`src/design/hbs_pkg.sv`:
```
// Operation
// underload then overcurrent: report 10 then 01
// no path from overcurrent code to underload
// frame is chip select high-low-high, n x 8 clocks
// modulo 16 first 16 bits, modulo 8 after
// good frame loads last 16 bits, else discarded
// chained devices share clock phase and polarity
// select and clock parallel, data in series
// far device word shifted first, status likewise
// misordered frames of legal length are accepted
// serial out: thermal flag OR input, muxed
// master idles select high, clock and data low
// select falling shows thermal pre-bit at once
// first rising clock switches to status data
// master reads each status word to locate fault
// power-on reset clears words, outputs high impedance
// communication only with supply up and enable high
// supply fault: drivers off, words kept
// lockout enable low keeps drivers on at overvoltage
// driver state from command and fault status
// group select picks which six channels
// never both switches on, non-overlap delay
// driver stays on until commanded off or fault
// codes 00 off, 01 overcurrent, 10 underload, 11 on
// status shows channels 6-1 when bit 14 was 0
// status frozen in frame, held after clear frame
// count clock rises in frame, check at select rise
package hbs_pkg;

  localparam int NCH = 12;
  localparam int GRP = 6;
  localparam int WORD_W = 16;
  localparam int SYNC_W = 32;

  // bit counter: modulo 16 for the first word, modulo 8 afterwards
  localparam logic [3:0] FIRST_WORD_LAST = 4'hf;
  localparam logic [2:0] BYTE_ZERO = 3'h0;

  // bridge state codes
  localparam logic [1:0] CODE_OFF = 2'h0;
  localparam logic [1:0] CODE_OCS = 2'h1;
  localparam logic [1:0] CODE_UNDERLOAD = 2'h2;
  localparam logic [1:0] CODE_ON = 2'h3;

  localparam logic [15:0] CMD_RESET = 16'h0000;
  localparam logic [15:0] STATUS_RESET = 16'h0000;

  // non-overlap time between high and low side switching
  localparam int CLK_PERIOD_NS = 10;
  localparam int NONOVERLAP_NS = 1000;
  localparam int NONOVERLAP_CYC = (NONOVERLAP_NS + CLK_PERIOD_NS - 1) / CLK_PERIOD_NS;
  localparam int DEAD_W = 8;

  typedef struct packed {
    logic status_clear_request;
    logic grp;
    logic uldsc;
    logic [GRP-1:0] en;
    logic [GRP-1:0] cfg;
    logic overvoltage_lockout_enable;
  } hbs_cmd_type;

  typedef struct packed {
    logic ocs;
    logic psf;
    logic underload_detect;
    logic [GRP-1:0][1:0] code;
    logic tw;
  } hbs_status_type;

  typedef struct packed {
    logic chip_select_bar;
    logic sclk;
    logic si;
  } hbs_link_type;

endpackage : hbs_pkg

```
`src/design/hbs_channel.sv`:
```
`timescale 1ns/100ps
// one half-bridge: fault state, status code and non-overlapped drive
module hbs_channel #(
  parameter int DEAD_CYC = hbs_pkg::NONOVERLAP_CYC
) (
  input wire logic clk,
  input wire logic rst_n,
  input wire logic clear,
  input wire logic status_clear_request,
  input wire logic cmd_en,
  input wire logic cmd_hs,
  input wire logic overcurrent,
  input wire logic underload,
  input wire logic uld_shutdown,
  input wire logic force_off,
  output logic [1:0] state_code,
  output logic hs_on,
  output logic ls_on
);

  typedef enum logic [1:0] {S_OFF, S_OCS, S_UNDERLOAD, S_ON} hbs_ch_state_type;

  localparam logic [hbs_pkg::DEAD_W-1:0] DEAD_LOAD = hbs_pkg::DEAD_W'(DEAD_CYC);

  hbs_ch_state_type st_r, st_nxt;
  logic [1:0] drv_r, drv_nxt;
  logic [hbs_pkg::DEAD_W-1:0] dead_r, dead_nxt;
  logic run;
  logic [1:0] want;

  // fault priority: overcurrent beats underload, only a clear leaves a fault
  always_comb begin
    st_nxt = st_r;
    if (clear) begin
      st_nxt = S_OFF;
    end else begin
      case (st_r)
        S_OFF, S_ON: begin
          if (overcurrent) st_nxt = S_OCS;
          else if (underload && cmd_en) st_nxt = S_UNDERLOAD;
          else st_nxt = cmd_en ? S_ON : S_OFF;
        end
        S_UNDERLOAD: begin
          if (overcurrent) st_nxt = S_OCS;
          else if (status_clear_request && !underload) st_nxt = cmd_en ? S_ON : S_OFF;
        end
        S_OCS: begin
          // a clear that meets a live overcurrent loses, so the fault stays latched
          if (status_clear_request && !overcurrent) st_nxt = cmd_en ? S_ON : S_OFF;
        end
        default: st_nxt = S_OFF;
      endcase
    end
  end

  // status code of the state
  always_comb begin
    case (st_r)
      S_OCS: state_code = hbs_pkg::CODE_OCS;
      S_UNDERLOAD: state_code = hbs_pkg::CODE_UNDERLOAD;
      S_ON: state_code = hbs_pkg::CODE_ON;
      default: state_code = hbs_pkg::CODE_OFF;
    endcase
  end

  // drive from command and fault state; underload only stops it when asked
  assign run = (st_r == S_ON || (st_r == S_UNDERLOAD && !uld_shutdown)) && !force_off;
  assign want = run ? (cmd_hs ? 2'b10 : 2'b01) : 2'b00;

  // switch off at once, switch on only after the dead time ran out
  always_comb begin
    drv_nxt = drv_r;
    dead_nxt = (dead_r == '0) ? dead_r : dead_r - 1'b1;
    if (want != drv_r) begin
      if (drv_r != 2'b00) begin
        drv_nxt = 2'b00;
        dead_nxt = DEAD_LOAD;
      end else if (dead_r == '0) begin
        drv_nxt = want;
      end
    end
  end

  always_ff @(posedge clk or negedge rst_n) begin
    if (!rst_n) begin
      st_r <= S_OFF;
      drv_r <= 2'b00;
      dead_r <= '0;
    end else begin
      st_r <= st_nxt;
      drv_r <= drv_nxt;
      dead_r <= dead_nxt;
    end
  end

  assign hs_on = drv_r[1];
  assign ls_on = drv_r[0]; // one-hot or zero, never both

endmodule : hbs_channel

```
`src/design/hbs_spi_frame_logic.sv`:
```
`timescale 1ns/100ps
// serial command and status logic of the twelve-channel half-bridge driver
module hbs_spi_frame_logic (
  input wire logic CORE_CLK,
  input wire logic RST_N,
  input wire logic EN,
  input wire logic CHIP_SELECT_BAR,
  input wire logic SCLK,
  input wire logic SI,
  output logic SO,
  output logic SO_OE_N,
  input wire logic THERMAL_SHUTDOWN,
  input wire logic THERMAL_WARNING,
  input wire logic SUPPLY_UNDERVOLTAGE,
  input wire logic SUPPLY_OVERVOLTAGE,
  input wire logic [hbs_pkg::NCH-1:0] OVERCURRENT,
  input wire logic [hbs_pkg::NCH-1:0] UNDERLOAD_DETECT,
  output logic [hbs_pkg::NCH-1:0] HIGH_SIDE_SWITCH,
  output logic [hbs_pkg::NCH-1:0] LOW_SIDE_SWITCH,
  output logic [hbs_pkg::WORD_W-1:0] COMMAND_WORD,
  output logic [hbs_pkg::WORD_W-1:0] STATUS_WORD,
  output logic FRAME_ERROR
);

  localparam int NCH = hbs_pkg::NCH;
  localparam int GRP = hbs_pkg::GRP;

  // synchronised pins
  logic [hbs_pkg::SYNC_W-1:0] sync_q;
  hbs_pkg::hbs_link_type link_s;
  logic en_s;
  logic thermal_shutdown_flag_s;
  logic tw_s;
  logic uv_s;
  logic ov_s;
  logic [NCH-1:0] oc_s;
  logic [NCH-1:0] ul_s;

  hbs_sync #(
    .W(hbs_pkg::SYNC_W)
  ) u_sync (
    .clk(CORE_CLK),
    .rst_n(RST_N),
    .d({EN, CHIP_SELECT_BAR, SCLK, SI, THERMAL_SHUTDOWN, THERMAL_WARNING,
        SUPPLY_UNDERVOLTAGE, SUPPLY_OVERVOLTAGE, OVERCURRENT, UNDERLOAD_DETECT}),
    .q(sync_q)
  );

  assign {en_s, link_s, thermal_shutdown_flag_s, tw_s, uv_s, ov_s, oc_s, ul_s} = sync_q;

  // frame and shift state
  logic chip_select_bar_d_r, chip_select_bar_d_nxt;
  logic sclk_d_r, sclk_d_nxt;
  logic phase_r, phase_nxt;
  logic [3:0] cnt_r, cnt_nxt;
  logic pre_r, pre_nxt;
  logic [15:0] rx_r, rx_nxt;
  logic [15:0] tx_r, tx_nxt;
  logic so_r, so_nxt;
  logic so_oe_n_r, so_oe_n_nxt;
  logic ferr_r, ferr_nxt;

  // command, status and fault memory
  hbs_pkg::hbs_cmd_type cmd_r, cmd_nxt;
  hbs_pkg::hbs_status_type status_r, status_nxt;
  logic hold_r, hold_nxt;
  logic status_clear_request_r, status_clear_request_nxt;
  logic thermal_shutdown_flag_r, thermal_shutdown_flag_nxt;
  logic [NCH-1:0] en_cmd_r, en_cmd_nxt;
  logic [NCH-1:0] cfg_cmd_r, cfg_cmd_nxt;
  logic [1:0] uldsc_r, uldsc_nxt;

  logic cs_fall;
  logic cs_rise;
  logic sclk_rise;
  logic len_ok;
  logic lockout;
  logic frame_active;
  logic [NCH-1:0][1:0] codes;
  hbs_pkg::hbs_cmd_type rx_cmd;
  hbs_pkg::hbs_status_type live_status;

  // edges only count while the device is enabled
  assign cs_fall = en_s && chip_select_bar_d_r && !link_s.chip_select_bar;
  assign cs_rise = en_s && !chip_select_bar_d_r && link_s.chip_select_bar;
  assign frame_active = en_s && !link_s.chip_select_bar;
  assign sclk_rise = frame_active && !sclk_d_r && link_s.sclk;
  assign len_ok = phase_r && (cnt_r[2:0] == hbs_pkg::BYTE_ZERO);
  assign rx_cmd = rx_r;

  // supply lockout; overvoltage only locks out when enabled
  assign lockout = uv_s || (ov_s && cmd_r.overvoltage_lockout_enable);

  // status of the selected group, taken live and frozen below
  always_comb begin
    live_status = hbs_pkg::hbs_status_type'(hbs_pkg::STATUS_RESET);
    live_status.psf = uv_s || ov_s;
    live_status.tw = tw_s;
    for (int k = 0; k < GRP; k++) begin
      live_status.code[k] = codes[cmd_r.grp ? k + GRP : k];
      live_status.ocs = live_status.ocs || (live_status.code[k] == hbs_pkg::CODE_OCS);
      live_status.underload_detect = live_status.underload_detect ||
        (live_status.code[k] == hbs_pkg::CODE_UNDERLOAD);
    end
  end

  // serial framing: count, shift, load on a good frame
  always_comb begin
    chip_select_bar_d_nxt = link_s.chip_select_bar;
    sclk_d_nxt = link_s.sclk;
    phase_nxt = phase_r;
    cnt_nxt = cnt_r;
    pre_nxt = pre_r;
    rx_nxt = rx_r;
    tx_nxt = tx_r;
    ferr_nxt = 1'b0;
    status_clear_request_nxt = 1'b0;
    cmd_nxt = cmd_r;
    hold_nxt = hold_r;
    en_cmd_nxt = en_cmd_r;
    cfg_cmd_nxt = cfg_cmd_r;
    uldsc_nxt = uldsc_r;
    if (cs_fall) begin
      phase_nxt = 1'b0;
      cnt_nxt = 4'h0;
      pre_nxt = 1'b1;
      tx_nxt = status_r;
      hold_nxt = 1'b0;
    end else if (sclk_rise) begin
      rx_nxt = {rx_r[14:0], link_s.si};
      if (!phase_r) begin
        cnt_nxt = cnt_r + 4'h1; // modulo 16 for the first word
        if (cnt_r == hbs_pkg::FIRST_WORD_LAST) begin
          phase_nxt = 1'b1;
        end
      end else begin
        cnt_nxt = {1'b0, cnt_r[2:0] + 3'h1}; // modulo 8 thereafter
      end
      if (pre_r) begin
        pre_nxt = 1'b0;
      end else begin
        tx_nxt = {tx_r[14:0], rx_r[0]}; // upstream data follows status
      end
    end else if (cs_rise) begin
      if (len_ok) begin
        cmd_nxt = rx_cmd;
        status_clear_request_nxt = rx_cmd.status_clear_request;
        hold_nxt = rx_cmd.status_clear_request;
        for (int k = 0; k < GRP; k++) begin
          en_cmd_nxt[rx_cmd.grp ? k + GRP : k] = rx_cmd.en[k];
          cfg_cmd_nxt[rx_cmd.grp ? k + GRP : k] = rx_cmd.cfg[k];
        end
        uldsc_nxt[rx_cmd.grp] = rx_cmd.uldsc;
      end else begin
        ferr_nxt = 1'b1; // whole frame dropped
      end
    end
    if (!en_s) begin
      cmd_nxt = hbs_pkg::hbs_cmd_type'(hbs_pkg::CMD_RESET);
      en_cmd_nxt = '0;
      cfg_cmd_nxt = '0;
      uldsc_nxt = 2'h0;
      hold_nxt = 1'b0;
      pre_nxt = 1'b0;
    end
  end

  // status freezes in a frame and after a clear frame until the next one
  always_comb begin
    status_nxt = status_r;
    if (!en_s) begin
      status_nxt = hbs_pkg::hbs_status_type'(hbs_pkg::STATUS_RESET);
    end else if (link_s.chip_select_bar && !hold_r && !cs_rise) begin
      status_nxt = live_status;
    end
  end

  // thermal shutdown latches until a clear request after it has gone
  always_comb begin
    thermal_shutdown_flag_nxt = thermal_shutdown_flag_r;
    if (!en_s) thermal_shutdown_flag_nxt = 1'b0;
    else if (thermal_shutdown_flag_s) thermal_shutdown_flag_nxt = 1'b1;
    else if (status_clear_request_r) thermal_shutdown_flag_nxt = 1'b0;
  end

  // serial out: pre-bit is thermal flag OR the input, then status
  always_comb begin
    // the frame start itself selects the pre-bit, so it leaves with the enable
    so_nxt = (pre_r || cs_fall) ? (thermal_shutdown_flag_r || link_s.si)
      : tx_r[15];
    so_oe_n_nxt = !frame_active; // released outside frames
  end

  always_ff @(posedge CORE_CLK or negedge RST_N) begin
    if (!RST_N) begin
      chip_select_bar_d_r <= 1'b1;
      sclk_d_r <= 1'b0;
      phase_r <= 1'b0;
      cnt_r <= 4'h0;
      pre_r <= 1'b0;
      rx_r <= hbs_pkg::CMD_RESET;
      tx_r <= hbs_pkg::STATUS_RESET;
      so_r <= 1'b0;
      so_oe_n_r <= 1'b1;
      ferr_r <= 1'b0;
      cmd_r <= hbs_pkg::hbs_cmd_type'(hbs_pkg::CMD_RESET);
      status_r <= hbs_pkg::hbs_status_type'(hbs_pkg::STATUS_RESET);
      hold_r <= 1'b0;
      status_clear_request_r <= 1'b0;
      thermal_shutdown_flag_r <= 1'b0;
      en_cmd_r <= '0;
      cfg_cmd_r <= '0;
      uldsc_r <= 2'h0;
    end else begin
      chip_select_bar_d_r <= chip_select_bar_d_nxt;
      sclk_d_r <= sclk_d_nxt;
      phase_r <= phase_nxt;
      cnt_r <= cnt_nxt;
      pre_r <= pre_nxt;
      rx_r <= rx_nxt;
      tx_r <= tx_nxt;
      so_r <= so_nxt;
      so_oe_n_r <= so_oe_n_nxt;
      ferr_r <= ferr_nxt;
      cmd_r <= cmd_nxt;
      status_r <= status_nxt;
      hold_r <= hold_nxt;
      status_clear_request_r <= status_clear_request_nxt;
      thermal_shutdown_flag_r <= thermal_shutdown_flag_nxt;
      en_cmd_r <= en_cmd_nxt;
      cfg_cmd_r <= cfg_cmd_nxt;
      uldsc_r <= uldsc_nxt;
    end
  end

  // channels; a clear request only reaches the group it selected
  for (genvar i = 0; i < NCH; i++) begin : g_ch
    hbs_channel #(
      .DEAD_CYC(hbs_pkg::NONOVERLAP_CYC)
    ) u_ch (
      .clk(CORE_CLK),
      .rst_n(RST_N),
      .clear(!en_s),
      .status_clear_request(status_clear_request_r && (cmd_r.grp == (i >= GRP))),
      .cmd_en(en_cmd_r[i]),
      .cmd_hs(cfg_cmd_r[i]),
      .overcurrent(oc_s[i]),
      .underload(ul_s[i]),
      .uld_shutdown(uldsc_r[i / GRP]),
      .force_off(lockout || thermal_shutdown_flag_r || !en_s),
      .state_code(codes[i]),
      .hs_on(HIGH_SIDE_SWITCH[i]),
      .ls_on(LOW_SIDE_SWITCH[i])
    );
  end

  assign SO = so_r;
  assign SO_OE_N = so_oe_n_r;
  assign COMMAND_WORD = cmd_r;
  assign STATUS_WORD = status_r;
  assign FRAME_ERROR = ferr_r;

endmodule : hbs_spi_frame_logic

```
`src/design/hbs_sync.sv`:
```
`timescale 1ns/100ps
// two-stage synchroniser; the first stage feeds only the second
module hbs_sync #(
  parameter int W = 1
) (
  input wire logic clk,
  input wire logic rst_n,
  input wire logic [W-1:0] d,
  output logic [W-1:0] q
);

  logic [W-1:0] meta_r;
  logic [W-1:0] q_r;

  always_ff @(posedge clk or negedge rst_n) begin
    if (!rst_n) begin
      meta_r <= '0;
      q_r <= '0;
    end else begin
      meta_r <= d;
      q_r <= meta_r;
    end
  end

  assign q = q_r;

endmodule : hbs_sync

```
`config.mk`:
```
export PLATFORM = sky130hd
export DESIGN_NAME = hbs_spi_frame_logic
export DESIGN_NICKNAME = d
export VERILOG_FILES = /design/src/design/hbs_pkg.sv /design/src/design/hbs_channel.sv /design/src/design/hbs_spi_frame_logic.sv /design/src/design/hbs_sync.sv
export SDC_FILE = /design/constraint.sdc
export NUM_CORES = 1
export LEC_CHECK = 0
export BUFFER_PORTS_ARGS = -buffer_cell sky130_fd_sc_hd__buf_2
export CAP_MARGIN = 25
export CELL_PAD_IN_SITES_DETAIL_PLACEMENT = 1
export CELL_PAD_IN_SITES_GLOBAL_PLACEMENT = 1
export CORE_MARGIN = 3
export CORE_UTILIZATION = 52
export CTS_BUF_LIST = sky130_fd_sc_hd__clkbuf_16
export CTS_CLUSTER_SIZE = 40
export DETAILED_ROUTE_END_ITERATION = 6
export PLACE_DENSITY_LB_ADDON = 0.1
export SETUP_SLACK_MARGIN = 0.02
export SYNTH_ARGS = -nofsm -noshare
export SYNTH_HDL_FRONTEND = slang
export SYNTH_SLANG_ARGS = --single-unit
```
`constraint.sdc`:
```
create_clock -name CORE_CLK -period 3.4 [get_ports CORE_CLK]
set_clock_uncertainty 0.1 [all_clocks]
set_input_delay 0.34 -clock CORE_CLK [delete_from_list [all_inputs] [get_ports CORE_CLK]]
set_output_delay 0.34 -clock CORE_CLK [all_outputs]
set_load 0.01 [all_outputs]
```
-- Word level (Yosys, flattened, before mapping)
Cells that the tools add are included.
- flip-flop bits (word level): 312
- input bits: 34
- word-level logic and storage cells: 735
- $add $sub $neg: 14
- order comparisons: 20
- eq/ne operators: 96
- multiplexer cells: 301
- bitwise operators: 2
- reductions and logical operators: 232
- operator list (kind ; count):
    $mux W2 ; 149
    $mux W8 ; 36
    $mux W16 ; 10
    $bwmux W12 ; 12
    $pmux W2 S3 ; 24
    $mux W12 ; 10
    $logic_not A8 Y1 ; 12
    $sub A8 B1 Y8 const B ; 12
    $logic_and A1 B1 Y1 ; 80
    $eq A2 B2 Y1 const B ; 30
    $reduce_and A2 Y1 ; 26
    $reduce_bool A2 Y1 ; 25
    $bmux W2 S4 ; 6
    $ne A4 B3 Y1 const B ; 12
    $mux W4 ; 11
    $lt A4 B5 Y1 const B ; 8
    $eq A2 B1 Y1 const B ; 18
    $ne A3 B2 Y1 const B ; 12
    $logic_not A1 Y1 ; 34
    $mux W1 ; 31
    $logic_or A1 B1 Y1 ; 28
    $demux W1 S4 ; 6
    $logic_not A2 Y1 ; 12
    $ne A2 B2 Y1 ; 12
    other kinds (19) ; 49

-- Logic depth before layout (Yosys ltp)
Gate-level depths: netlist (run 1).
- depth after elaboration: 16
- gate-level depth with buffers: 8

-- By module
A second synthesis (run 1) with hierarchy kept.
- cells, all modules: 1444
- area, all modules: 15112.0 sq um
- by module, submodules not included (module ; instances ; cells an instance ; area an instance (sq um) ; seq. area each (sq um)):
    hbs_channel at g_ch[0].u_ch ... ; 10 ; 79 ; 748.2 ; 300.3
    hbs_spi_frame_logic ; 1 ; 432 ; 4536.9 ; 2605.0
    hbs_sync ; 1 ; 64 ; 1601.5 ; 1601.5
    hbs_channel at g_ch[8].u_ch ... ; 2 ; 79 ; 745.7 ; 300.3

-- Worst setup path before layout (run 1)
No wires, ideal clock.
- path kind: reg2reg
- start: reg cmd_r (netlist bit COMMAND_WORD[0])
- end: reg g_ch[10].u_ch.dead_r[5] (netlist name)
- setup time: 124 ps
- arrival time: 1768 ps
- required time: 3176 ps
- slack: 1408 ps
- cell stages (with the launch flop): 7
- path buffers: 1
- cells stage by stage: dfrtp_1 a211oi_4 buf_6 o211ai_1 or3b_4 o21a_4 a211o_1
- cells in the longest elaborated chain, start to end: 9
- ends and longest elaborated chain (item ; RTL line ; source):
    from (decl) ; hbs_spi_frame_logic.sv:64 ; hbs_pkg::hbs_cmd_type cmd_r, cmd_nxt;
    from (signal assigned) ; hbs_spi_frame_logic.sv:206 ; cmd_r <= hbs_pkg::hbs_cmd_type'(hbs_pkg::CMD_RESET);
    from (signal assigned) ; hbs_spi_frame_logic.sv:225 ; cmd_r <= cmd_nxt;
    $logic_and A1 B1 Y1 ; hbs_spi_frame_logic.sv:92 ; assign lockout = uv_s || (ov_s && cmd_r.overvoltage_lockout_enable);
    $logic_or A1 B1 Y1 ; hbs_spi_frame_logic.sv:92 ;
    $logic_or A1 B1 Y1 (2 in a row) ; hbs_spi_frame_logic.sv:250 ; .force_off(lockout || thermal_shutdown_flag_r || !en_s),
    $logic_not A1 Y1 ; hbs_channel.sv:67 ; assign run = (st_r == S_ON || (st_r == S_UNDERLOAD && !uld_shutdown)) && !force_off;
    $logic_and A1 B1 Y1 ; hbs_channel.sv:67 ;
    $mux W2 ; hbs_channel.sv:68 ; assign want = run ? (cmd_hs ? 2'b10 : 2'b01) : 2'b00;
    $ne A2 B2 Y1 ; hbs_channel.sv:74 ; if (want != drv_r) begin
    $mux W8 ; hbs_channel.sv:74 ;
    via g_ch[10].u_ch.dead_nxt, one bit ; hbs_channel.sv:27 ; logic [hbs_pkg::DEAD_W-1:0] dead_r, dead_nxt;
    to (signal assigned) ; hbs_channel.sv:92 ; dead_r <= dead_nxt;
    to (decl) ; hbs_channel.sv:27 ;
The timed path passes the listed nets, and every way through them passes these cells.
A chain may end at the register's enable or synchronous reset.

-- Final worst setup path (run 1)
- start: reg cmd_r (netlist bit COMMAND_WORD[0])
- end: reg g_ch[1].u_ch.dead_r[6] (netlist name)
- cells in the longest elaborated chain, start to end: 9
- ends and longest elaborated chain (item ; RTL line):
    $logic_and A1 B1 Y1 ; hbs_spi_frame_logic.sv:92
    $logic_or A1 B1 Y1 ; hbs_spi_frame_logic.sv:92
    $logic_or A1 B1 Y1 (2 in a row) ; hbs_spi_frame_logic.sv:250
    $logic_not A1 Y1 ; hbs_channel.sv:67
    $logic_and A1 B1 Y1 ; hbs_channel.sv:67
    $mux W2 ; hbs_channel.sv:68
    $ne A2 B2 Y1 ; hbs_channel.sv:74
    $mux W8 ; hbs_channel.sv:74
    via g_ch[1].u_ch.dead_nxt, one bit ; hbs_channel.sv:27
    to (signal assigned) ; hbs_channel.sv:92
    to (decl) ; hbs_channel.sv:27
The timed path passes the listed nets, and every way through them passes these cells.

==> summary.log, run 1 <==
INFO  critical_path  worstPathMaxFanout=13
INFO  synthesis      postSynth.asyncResetShare=100%
INFO  sta            number_of_hold_violations_in_the_final_report=0
INFO  worst_hold_path hold_class=flop to flop
INFO  drt            vias=11,556
INFO  finish         fill_cells=3,088
INFO  drt            first_pass_iters=5
INFO  sta            tightest_slew=1.01ns
INFO  sta            layout_setup_ws=0.698ns
INFO  run            drv_cap=0
INFO  synthesis      synth-seq-area-share=51.5%
INFO  synthesis      yosys_top_cell_by_area=sky130_fd_sc_hd__dfrtp_1
INFO  finish         stdcell_area=0.0173mm2
INFO  critical_path  critical_path.slowest_cell=sky130_fd_sc_hd__a211oi_4
INFO  power          switching_share=23.9%
INFO  critical_path  worstPathArrival=2.99ns
INFO  clocking       cts_made_buffers=36
INFO  synthesis      ys_warn_count=0
INFO  synthesis      synth_cell_types=58
INFO  sta            finalSetupTns=0ns
INFO  worst_hold_path origin_of_the_worst_min_delay_path=u_sync.meta_r[6]$_DFF_PN0_
INFO  sta            period_share=79.5%
INFO  grt            grt_start_max_net_pins=87
INFO  finish         antenna-diode-count=0
INFO  grt            grt_pass1_vias=12,534
INFO  drt            wire_per_inst=20.5um
INFO  sta            period_needed=2.70ns
INFO  clocking       cts.path.max_buffers=3
INFO  critical_path  worstSetupEndpointType=flop
INFO  power          p_int=6.04mW
INFO  drt            drt-total-wl=40,900um
INFO  place          place_inst=1,902
INFO  die            die_width=177um
INFO  finish         final_common_cell=sky130_fd_sc_hd__dfrtp_1
INFO  critical_path  regToRegStartpoint=COMMAND_WORD[0]$_DFFE_PN0P_
INFO  critical_path  criticalPathCategory=flop to flop
INFO  synthesis      synth-edff-count=0
INFO  critical_path  r2r_setup_slack=0.70ns
INFO  die            design.core.area=0.0282mm2
INFO  finish         final_cells=1,997
INFO  clocking       cts_root_buffer=sky130_fd_sc_hd__clkbuf_16
INFO  synthesis      cells_after_synthesis=1,490
INFO  place          pre_cts_ws=0.764ns
INFO  sta            finalSetupViolations=0
INFO  clocking       worst_skew_pair.late_latency=0.52ns
INFO  place          port_buffers=92
INFO  grt            globalRouteOverflowTotal=0
INFO  synthesis      synth_nets=1,598
INFO  synthesis      avgSynthCellArea=10.2um2
INFO  clocking       clock_tree_from_tritoncts=yes
INFO  die            floorplan_die_area=0.0312mm2
INFO  worst_hold_path min_delay_worst_endpoint=u_sync.q[6]$_DFF_PN0_
INFO  run_status     status=completed
INFO  synthesis      netlist_area=0.0152mm2
INFO  grt            grt_antenna_before_repair=2
INFO  critical_path  r2r_cells=5
INFO  drt            postRouteAntennaNets=0
INFO  place          placement.cell_area=0.0159mm2
INFO  die            chipHeight=177um
INFO  sta            report.final.slew_viol_count=0
INFO  die            floorplan.initialDensity=53.7%
INFO  power          power.switching=1.90mW
INFO  synthesis      synth-seq-cells=312
INFO  grt            global_route.usage.total=26.7%
INFO  finish         top_library_cells_by_usage_in_the_layout_fill_and_taps_aside=sky130_fd_sc_hd__dfrtp_1 (309), sky130_fd_sc_hd__nor2_1 (164), sky130_fd_sc_hd__nand2_1 (147), sky130_fd_sc_hd__buf_2 (91), sky130_fd_sc_hd__ha_1 (74)
INFO  clocking       htreeDepth=2
INFO  place          place.gp.congestion=0.898
INFO  drt            initialDrtViolationCount=615
INFO  critical_path  cp_cell_sequence=a211oi_4 > o211ai_1 > or3b_1 > o21a_1 > a211o_1
INFO  power          power_density=460mW/mm2
INFO  finish         final_layout_size_suffix_gt1_share=11.6%
INFO  synthesis      synth.top_cells.by_area=sky130_fd_sc_hd__dfrtp_1 (51%), sky130_fd_sc_hd__ha_1 (6.1%), sky130_fd_sc_hd__nor2_1 (4.1%), sky130_fd_sc_hd__nand2_1 (3.6%), sky130_fd_sc_hd__a21boi_0 (2.7%)
INFO  power          seq_power_share=49.7%
INFO  power          part_of_the_total_power_dissipated_in_combinational_logic=6.1%
INFO  drt            drc=0
INFO  power          p_leak=8.46nW
INFO  critical_path  crit_required=3.68ns
INFO  synthesis      synth_top_cell_area_share=51.2%
INFO  synthesis      synth-main-ff-cell=sky130_fd_sc_hd__dfrtp_1
INFO  sta            max_clock_freq=370MHz
INFO  grt            global_route_wire_length_before_repair=66,800um
INFO  finish         area_growth=13.9%
INFO  drt            drt-vias-per-instance=5.79
INFO  clocking       path_clk_slew=0.06ns
INFO  finish         finalNetCount=1,705
INFO  clocking       total_number_of_clock_tree_sinks=312
INFO  place          dp.final_hpwl=27,500um
INFO  clocking       post_cts_resize_count=0
INFO  die            io_pins=93
INFO  critical_path  critical_path.max_stage_delay=0.77ns
INFO  power          power.share.clock=44.1%
INFO  worst_hold_path whs_path_depth=0
INFO  die            num_rows=61
INFO  sta            relSlewSlack=32.4%
INFO  critical_path  crit-reg2reg-capture=g_ch[1].u_ch.dead_r[6]$_DFF_PN0_
INFO  critical_path  worstSetupStartpointType=flop
INFO  sta            grt_setup_unrepaired=false
INFO  power          worst_ir_drop_on_vdd=376uV
==> worst max path at each step <==
| stage | from | to | slack (ns) | cells past startpoint |
|---|---|---|---|---|
| floorplan | COMMAND_WORD[0]$_DFFE_PN0P_ | g_ch[10].u_ch.dead_r[5]$_DFF_PN0_ | 1.41 | 6 |
| detailed placement | COMMAND_WORD[0]$_DFFE_PN0P_ | g_ch[1].u_ch.dead_r[6]$_DFF_PN0_ | 0.76 | 5 |
| finish | COMMAND_WORD[0]$_DFFE_PN0P_ | g_ch[1].u_ch.dead_r[6]$_DFF_PN0_ | 0.70 | 5 |
| CTS | COMMAND_WORD[0]$_DFFE_PN0P_ | g_ch[1].u_ch.dead_r[6]$_DFF_PN0_ | 0.71 | 5 |
| global route | COMMAND_WORD[0]$_DFFE_PN0P_ | g_ch[1].u_ch.dead_r[6]$_DFF_PN0_ | 0.61 | 5 |
| global placement | COMMAND_WORD[0]$_DFFE_PN0P_ | g_ch[0].u_ch.dead_r[5]$_DFF_PN0_ | 0.87 | 5 |
==> power groups by stage <==
stage / Sequential, mW / Combinational, mW / Clock (mW)
2_1_floorplan: 3.98 / 0.264 / 0
3_3_place_gp: 4.00 / 0.425 / 0
3_5_place_dp: 4.01 / 0.447 / 0
4_1_cts: 3.94 / 0.487 / 3.57
5_1_grt: 3.96 / 0.552 / 3.75
6_report: 3.95 / 0.487 / 3.50
==> state kept, by name, summed over array words and instances, names as in the netlist, 2 cells and up <==
register	cells
STATUS_WORD	16
cnt_r	4
rx_cmd	16
uldsc_r	2
g_ch.u_ch.dead_r	96
cfg_cmd_r	12
en_cmd_r	12
tx_r	16
g_ch.u_ch.drv_r	24
u_sync.meta_r	32
g_ch.u_ch.st_r	24
COMMAND_WORD	16
u_sync.q	32
==> layer usage <==
| layer | share of wire (%) | up-vias | track usage (%) |
|---|---|---|---|
| li1 | - | 5332 | - |
| met1 | 42 | 5870 | 34.4 |
| met2 | 50 | 264 | 46.2 |
| met3 | 4.3 | 86 | 4.23 |
| met4 | 3.2 | 4 | 8.77 |
| met5 | 0.044 | - | 0 |
==> critical path, delay by kind of cell, from the launching register on <==
| kind | cells | cell delay [ns] |
|---|---|---|
| flip-flops | 1 | 0.42 |
| AO/OA/AOI/OAI | 4 | 1.57 |
| AND/OR/NAND/NOR | 1 | 0.47 |
==> synthesized netlist by cell type, types with 13 or more instances <==
library cell               number
sky130_fd_sc_hd__mux2_2        16
sky130_fd_sc_hd__xor2_1        16
sky130_fd_sc_hd__xnor2_1       37
sky130_fd_sc_hd__nor3b_1       13
sky130_fd_sc_hd__inv_1         57
sky130_fd_sc_hd__o21a_1        15
sky130_fd_sc_hd__or3_1         22
sky130_fd_sc_hd__ha_1          74
sky130_fd_sc_hd__o21ai_0       68
sky130_fd_sc_hd__nand2_1      147
sky130_fd_sc_hd__nand2b_1      29
sky130_fd_sc_hd__clkbuf_1      35
sky130_fd_sc_hd__a211o_1       28
sky130_fd_sc_hd__mux2i_1       23
sky130_fd_sc_hd__buf_4         24
sky130_fd_sc_hd__dfrtp_1      310
sky130_fd_sc_hd__a21boi_0      55
sky130_fd_sc_hd__a21oi_1       47
sky130_fd_sc_hd__nor2_1       164
sky130_fd_sc_hd__nand3b_1      15
sky130_fd_sc_hd__and2_1        13
sky130_fd_sc_hd__nand3_1       29
sky130_fd_sc_hd__a31oi_1       16
sky130_fd_sc_hd__nor2b_1       48
sky130_fd_sc_hd__nor3_1        66
==> through the flow <==
| stage | hold slack [ns] | power, mW | utilization (%) |
|---|---|---|---|
| floorplan | -0.0556 | 4.24 | - |
| global placement | 0.232 | 4.43 | 56.2 |
| detailed placement | 0.236 | 4.46 | 56.2 |
| CTS | 0.248 | 8.00 | 61.1 |
| global route | 0.254 | 8.26 | 61.2 |
| finish | 0.247 | 7.94 | 61.2 |
==> cell type report <==
cell class	instances	area (um2)	share of cell area (%)
sequential	312	7810	45.2
multi-input combinational	1050	6770	39.2
timing repair buffer	140	958	5.55
clock buffer	36	901	5.21
tap	378	473	2.74
inverter	57	214	1.24
clock inverter	24	146	0.847
==> what timing repair did <==
item                                   in CTS  in global routing
endpoints found under the hold margin     112                  0
hold buffers                               33                  0
buffers inserted                            0                  0
==> cells by family (layout without fill, tap and decap cells) <==
group | Yosys count | in the layout | synth area share [%]
simple gates | 587 | 587 | 19.1
flops | 312 | 312 | 51.5
compound gates | 297 | 297 | 13.7
buf+inv | 128 | 257 | 3.88
fa+ha+maj | 74 | 74 | 6.11
xor+xnor | 53 | 53 | 3.06
mux | 39 | 39 | 2.71
No activity file was read; power rests on OpenSTA's default activity.
==> run 2: changes to the inputs <==
--- a/config.mk
+++ b/config.mk
@@ -10,7 +10,7 @@
 export CELL_PAD_IN_SITES_DETAIL_PLACEMENT = 1
 export CELL_PAD_IN_SITES_GLOBAL_PLACEMENT = 1
 export CORE_MARGIN = 3
-export CORE_UTILIZATION = 52
+export CORE_UTILIZATION = 44
 export CTS_BUF_LIST = sky130_fd_sc_hd__clkbuf_16
 export CTS_CLUSTER_SIZE = 40
 export DETAILED_ROUTE_END_ITERATION = 6
==> constraint.sdc (replaced) <==
create_clock -name CORE_CLK -period 2.2 [get_ports CORE_CLK]
set_clock_uncertainty 0.1 [all_clocks]
set_input_delay 0.22 -clock CORE_CLK [delete_from_list [all_inputs] [get_ports CORE_CLK]]
set_output_delay 0.22 -clock CORE_CLK [all_outputs]
set_load 0.01 [all_outputs]
==> run 2 against run 1 <==
- clock power is 86% higher
- critical path depth grew 3
- via count is 0.40% lower
- the flow now finishes with violations (setup timing)
- non-clock buffer count increased by 79
- setup slack lost 0.75 ns
- fmax up 20%
==> summary.log, run 2 (synthesis gave the netlist of run 1 again) <==
INFO  run_status     status=complete, but fails checks
INFO  run_status     violated_checks=setup timing
INFO  clocking       clock_tree_from_tritoncts=yes
INFO  drt            vias=11,510
INFO  critical_path  worst_setup_path_endpoint=g_ch[5].u_ch.dead_r[6]$_DFF_PN0_
INFO  grt            global_route.usage.total=22.5%
INFO  worst_hold_path hold_class=input port to async pin
INFO  drt            wl_met1=18,500um
INFO  finish         area_growth=22.0%
INFO  power          power.share.clock=48.5%
INFO  drt            drt-total-wl=40,300um
INFO  die            die_width=192um
INFO  sta            holdWs=0.111ns
INFO  sta            report.final.slew_viol_count=0
INFO  finish         final_layout_size_suffix_gt1_share=18.2%
INFO  die            design.core.area=0.0338mm2
INFO  critical_path  r2r_setup_slack=-0.05ns
INFO  grt            global_route_wire_length_before_repair=66,100um
INFO  sta            max_clock_freq=444MHz
INFO  critical_path  crit_required=2.51ns
INFO  drt            wl_met3=1070um
INFO  power          seq_power_share=45.5%
INFO  die            floorplan.initialDensity=44.9%
INFO  drt            wire_per_inst=18.8um
INFO  clocking       total_number_of_clock_tree_sinks=312
INFO  critical_path  worstPathMaxFanout=6
INFO  run            drv_cap=0
INFO  power          part_of_the_total_power_dissipated_in_combinational_logic=6.0%
INFO  power          worst_ir_drop_on_vdd=568uV
INFO  power          power_density=725mW/mm2
INFO  sta            number_of_hold_violations_in_the_final_report=0
INFO  drt            drc=0
INFO  finish         fin_util=54.8%
INFO  sta            layout_setup_ws=-0.0509ns
INFO  sta            grt_setup_unrepaired=true
INFO  drt            drt-vias-per-instance=5.36
INFO  place          placement.cell_area=0.0165mm2
INFO  finish         antenna-diode-count=0
INFO  drt            first_pass_iters=4
INFO  drt            postRouteAntennaNets=0
INFO  critical_path  cp_cell_sequence=a211oi_4 > buf_6 > buf_12 > o211ai_1 > buf_4 > o21a_1 > o21a_4 > a211o_1
INFO  critical_path  worstPathArrival=2.56ns
INFO  grt            grt_pass1_vias=12,328
INFO  critical_path  crit-reg2reg-capture=g_ch[5].u_ch.dead_r[6]$_DFF_PN0_
INFO  drt            initialDrtViolationCount=449
INFO  power          report.power.total=13.4mW
INFO  die            io_pins=93
INFO  clocking       htreeDepth=2
INFO  power          p_leak=9.00nW
INFO  finish         stdcell_area=0.0185mm2
INFO  critical_path  critical_path.max_stage_delay=0.40ns
INFO  finish         top_register=g_ch.u_ch.dead_r
INFO  grt            globalRouteOverflowTotal=0
INFO  critical_path  worstSetupStartpointType=flop
INFO  die            chipHeight=192um
INFO  die            floorplan_die_area=0.0367mm2
INFO  clocking       worst_skew_pair.late_latency=0.53ns
INFO  sta            relSlewSlack=66.4%
INFO  sta            finalSetupViolations=10
INFO  finish         largest_register_ffs=96
INFO  drt            met2WireLength=19,800um
INFO  finish         final_cells=2,149
INFO  sta            period_needed=2.25ns
INFO  grt            grt_antenna_before_repair=0
INFO  power          switching_share=22.5%
INFO  sta            finalSetupTns=-0.213ns
INFO  clocking       path_clk_slew=0.05ns
INFO  power          p_int=10.4mW
INFO  place          dp.final_hpwl=28,500um
INFO  finish         final_common_cell=sky130_fd_sc_hd__dfrtp_1
INFO  place          place.gp.congestion=0.828
INFO  drt            top_layer=met4
INFO  critical_path  r2r_cells=8
INFO  critical_path  critical_path.top_delay_family=compound AO/OA/AOI/OAI gates
INFO  critical_path  regToRegStartpoint=u_sync.q[24]$_DFF_PN0_
INFO  critical_path  worst-path-buf-inv=3
INFO  clocking       cts.path.max_buffers=3
INFO  die            num_rows=67
INFO  grt            grt_start_max_net_pins=53
INFO  clocking       cts_made_buffers=37
INFO  finish         fill_cells=3,655
INFO  finish         finalNetCount=1,785
INFO  place          place_inst=2,029
INFO  finish         top_library_cells_by_usage_in_the_layout_fill_and_taps_aside=sky130_fd_sc_hd__dfrtp_1 (309), sky130_fd_sc_hd__nor2_1 (153), sky130_fd_sc_hd__nand2_1 (147), sky130_fd_sc_hd__buf_2 (91), sky130_fd_sc_hd__buf_4 (76)
INFO  critical_path  worstSetupEndpointType=flop
INFO  sta            period_share=102%
INFO  place          pre_cts_ws=-0.0597ns
INFO  critical_path  critical_path.slowest_cell=sky130_fd_sc_hd__dfrtp_1
INFO  clocking       cts_root_buffer=sky130_fd_sc_hd__clkbuf_16
INFO  sta            tightest_slew=0.499ns
INFO  critical_path  cp-startpoint=u_sync.q[24]$_DFF_PN0_
INFO  place          port_buffers=92
INFO  critical_path  criticalPathCategory=flop to flop
INFO  critical_path  worst-path-stages=8
INFO  power          power.switching=3.02mW
-- run 2: worst register-to-register path, cell delays in order, from the launching register on --
cell	delay (ns)
sky130_fd_sc_hd__dfrtp_1	0.40
sky130_fd_sc_hd__a211oi_4	0.28
sky130_fd_sc_hd__buf_6	0.14
sky130_fd_sc_hd__buf_12	0.11
sky130_fd_sc_hd__o211ai_1	0.21
sky130_fd_sc_hd__buf_4	0.24
sky130_fd_sc_hd__o21a_1	0.19
sky130_fd_sc_hd__o21a_4	0.24
sky130_fd_sc_hd__a211o_1	0.23
-- run 2: final cells by class --
class / instances / area [um2] / area share (%)
clock inverter: 26 / 352 / 1.90
multi-input combinational: 1050 / 6950 / 37.5
timing repair buffer: 219 / 1700 / 9.16
sequential: 312 / 7810 / 42.2
clock buffer: 37 / 926 / 5.00
tap: 448 / 561 / 3.03
inverter: 57 / 214 / 1.16
-- run 2: worst min path at each step --
stage	endpoint	cells after the start	slack (ns)
2_1_floorplan	COMMAND_WORD[0]$_DFFE_PN0P_	0	-0.18
3_3_place_gp	g_ch[2].u_ch.dead_r[1]$_DFF_PN0_	1	0.08
3_5_place_dp	g_ch[2].u_ch.dead_r[3]$_DFF_PN0_	1	0.08
4_1_cts	g_ch[0].u_ch.drv_r[0]$_DFFE_PN0P_	2	0.11
5_1_grt	g_ch[0].u_ch.dead_r[5]$_DFF_PN0_	2	0.12
6_report	g_ch[0].u_ch.dead_r[1]$_DFF_PN0_	2	0.11
-- run 2: per-layer routing --
metal / GRT usage (%) / up-vias
met5: 0 / -
li1: - / 5489
met4: 6.46 / 0
met1: 30.4 / 5823
met2: 38.3 / 135
met3: 2.99 / 63
-- run 2: what timing repair did --
item,CTS,global route
hold buffers,33,0
hold endpoints to repair,342,0
setup endpoints to repair,14,59
cloned,1,0
pin swaps,7,13
resized for setup,7,47
buffers inserted,13,10
-- run 2: power by group through the flow --
stage,combinational [mW],sequential [mW],clock [mW]
2_1_floorplan,0.407,6.15,0
3_3_place_gp,0.721,6.20,0
3_5_place_dp,0.745,6.21,0
4_1_cts,0.815,6.11,6.71
5_1_grt,0.912,6.13,6.98
6_report,0.805,6.10,6.52
==> run 3: changes to the inputs <==
--- a/config.mk
+++ b/config.mk
@@ -14,6 +14,7 @@
 export CTS_BUF_LIST = sky130_fd_sc_hd__clkbuf_16
 export CTS_CLUSTER_SIZE = 40
 export DETAILED_ROUTE_END_ITERATION = 6
+export MAX_ROUTING_LAYER = met4
 export PLACE_DENSITY_LB_ADDON = 0.1
 export SETUP_SLACK_MARGIN = 0.02
 export SYNTH_ARGS = -nofsm -noshare
==> constraint.sdc (replaced) <==
create_clock -name CORE_CLK -period 2 [get_ports CORE_CLK]
set_clock_uncertainty 0.1 [all_clocks]
set_input_delay 0.2 -clock CORE_CLK [delete_from_list [all_inputs] [get_ports CORE_CLK]]
set_output_delay 0.2 -clock CORE_CLK [all_outputs]
set_load 0.01 [all_outputs]
==> run 3 against run 2 <==
- the flow still finishes with violations (setup timing)
- wire length increased by 2.9%
- register-to-register slack got worse by 0.10 ns
- die area is the same
- fmax rose by 4.6%
- sequential power grew 9.8%
- cell count is 1.6% higher
- non-clock buffer count is 33 higher
- sequential share of layout area decreased by 0.94 points
- worst hold slack lost 0.092 ns
- core utilization grew 1.2 points
- flip-flop and latch count did not move
- critical path type unchanged
- critical endpoint is now g_ch[5].u_ch.dead_r[5]$_DFF_PN0_
==> summary.log, run 3 (synthesis gave the netlist of run 1 again) <==
INFO  sta            tightest_slew=0.450ns
INFO  clocking       cts.path.max_buffers=3
INFO  finish         top_register=g_ch.u_ch.dead_r
INFO  die            io_pins=93
INFO  drt            drc=0
INFO  run_status     status=complete, but fails checks
INFO  die            floorplan.initialDensity=44.9%
INFO  clocking       clock_tree_from_tritoncts=yes
INFO  finish         area_growth=24.8%
INFO  critical_path  crit_required=2.32ns
INFO  sta            finalSetupViolations=50
INFO  finish         largest_register_ffs=96
INFO  critical_path  worstPathArrival=2.48ns
INFO  finish         final_cells=2,183
INFO  place          place_inst=2,070
INFO  die            design.core.area=0.0338mm2
INFO  critical_path  worst-path-buf-inv=2
INFO  sta            relSlewSlack=69.7%
INFO  drt            initialDrtViolationCount=495
INFO  sta            report.final.slew_viol_count=0
INFO  finish         fin_util=56.0%
INFO  die            chipHeight=192um
INFO  grt            grt_pass1_vias=12,626
INFO  drt            vias=11,739
INFO  grt            global_route_wire_length_before_repair=67,100um
INFO  drt            drt-total-wl=41,500um
INFO  critical_path  critical_path.max_stage_delay=0.40ns
INFO  power          report.power.total=13.8mW
INFO  sta            layout_setup_ws=-0.153ns
INFO  die            die_width=192um
INFO  critical_path  worstPathMaxFanout=10
INFO  power          worst_ir_drop_on_vdd=585uV
INFO  finish         finalNetCount=1,818
INFO  clocking       htreeDepth=2
INFO  critical_path  worstSetupEndpointType=flop
INFO  clocking       cts_made_buffers=37
INFO  drt            postRouteAntennaNets=0
INFO  sta            max_clock_freq=465MHz
INFO  grt            grt_start_max_net_pins=81
INFO  place          placement.cell_area=0.0168mm2
INFO  run_status     violated_checks=setup timing
INFO  power          p_leak=9.19nW
INFO  drt            first_pass_iters=4
INFO  clocking       worst_skew_pair.late_latency=0.55ns
INFO  worst_hold_path hold_class=input port to async pin
INFO  critical_path  worstSetupStartpointType=flop
INFO  grt            global_route.usage.total=23.6%
INFO  drt            drt-vias-per-instance=5.38
INFO  critical_path  cp_cell_sequence=a211oi_4 > buf_12 > o211ai_1 > buf_4 > o21a_1 > o21a_4 > a211o_1
INFO  place          dp.final_hpwl=29,300um
INFO  sta            period_needed=2.15ns
INFO  critical_path  critical_path.slowest_cell=sky130_fd_sc_hd__dfrtp_1
INFO  finish         final_common_cell=sky130_fd_sc_hd__dfrtp_1
INFO  drt            wire_per_inst=19.0um
INFO  die            num_rows=67
INFO  run            drv_cap=0
INFO  sta            number_of_hold_violations_in_the_final_report=0
INFO  grt            grt_antenna_before_repair=1
INFO  clocking       path_clk_slew=0.06ns
INFO  sta            period_share=108%
INFO  grt            globalRouteOverflowTotal=0
INFO  finish         final_layout_size_suffix_gt1_share=23.7%
INFO  finish         top_library_cells_by_usage_in_the_layout_fill_and_taps_aside=sky130_fd_sc_hd__dfrtp_1 (309), sky130_fd_sc_hd__nand2_1 (146), sky130_fd_sc_hd__nor2_1 (131), sky130_fd_sc_hd__buf_4 (98), sky130_fd_sc_hd__buf_2 (91)
INFO  place          port_buffers=92
INFO  finish         stdcell_area=0.0189mm2
INFO  critical_path  critical_path.top_delay_family=compound AO/OA/AOI/OAI gates
INFO  clocking       total_number_of_clock_tree_sinks=312
INFO  critical_path  criticalPathCategory=flop to flop
INFO  power          power_density=731mW/mm2
INFO  clocking       cts_root_buffer=sky130_fd_sc_hd__clkbuf_16
INFO  place          place.gp.congestion=0.878
INFO  die            floorplan_die_area=0.0367mm2
INFO  sta            grt_setup_unrepaired=true
## run 3: changes by cell type in the layout (fill, tap and decap cells not counted), sizes merged
| cell | before | now |
|---|---|---|
| clkbuf | 37 | 39 |
| clkinv | 12 | 16 |
| inv | 61 | 64 |
| diode | 0 | 1 |
| bufinv | 9 | 0 |
| buf | 186 | 219 |
## run 3: worst reg2reg max path: cells and delay by family (launching register included)
kind	cells	cell delay, ns
AO/OA/AOI/OAI	5	1.15
flip-flops	1	0.40
buffers and inverters	2	0.39
## run 3: power by group
part | internal, mW | switching (mW)
logic | 0.430 | 0.529
clock network | 3.51 | 2.66
registers | 6.54 | 0.167
total | 10.5 | 3.36
## run 3: through the flow
| step | hold WS (ns) | setup slack, ns | TNS (ns) |
|---|---|---|---|
| 3_3_place_gp | -0.0295 | -0.149 | -0.902 |
| 6_report | 0.0195 | -0.153 | -2.55 |
| 5_1_grt | 0.0267 | -0.221 | -6.91 |
| 2_1_floorplan | -0.196 | 0.0426 | 0 |
| 4_1_cts | 0.00394 | -0.175 | -2.85 |
| 3_5_place_dp | -0.0223 | -0.180 | -3.44 |
## run 3: routing by layer
layer,global-route usage [%],wire (um),up-vias
met5,-,0,-
met4,7.31,983,0
met3,2.87,1030,60
met2,39.7,20700,145
met1,30.1,18800,5970
li1,-,-,5564
## run 3: layout make-up
type	count	area, um2
clock buffers	39	976
diodes	1	2.50
clock inverters	24	116
fillers	3679	14900
repair buffers	252	1980
well taps	448	561
multi-input cells	1050	7270
inverters	57	214
flip-flops and latches	312	7810
## run 3: path summary, 6_finish.rpt
check	endpoint	startpoint	slack [ns]	cells past startpoint
worst max-delay path	g_ch[5].u_ch.dead_r[5]$_DFF_PN0_	u_sync.q[24]$_DFF_PN0_	-0.15	7
worst min-delay path	g_ch[2].u_ch.dead_r[7]$_DFF_PN0_	RST_N	0.02	2
worst max register to register	g_ch[5].u_ch.dead_r[5]$_DFF_PN0_	u_sync.q[24]$_DFF_PN0_	-0.15	7
worst min register to register	u_sync.q[11]$_DFF_PN0_	u_sync.meta_r[11]$_DFF_PN0_	0.24	0
max in group asynchronous	g_ch[8].u_ch.st_r[1]$_DFFE_PN0P_	RST_N	1.07	3
min in group CORE_CLK	u_sync.meta_r[23]$_DFF_PN0_	OVERCURRENT[11]	0.19	2
## run 3: repair_timing
| action | CTS | global route |
|---|---|---|
| gates cloned | 0 | 1 |
| gates resized for setup | 41 | 131 |
| hold buffers | 33 | 0 |
| pin swaps | 4 | 16 |
| endpoints found under the hold margin | 342 | 0 |
| setup buffers | 6 | 9 |
| endpoints found under the setup margin | 78 | 142 |
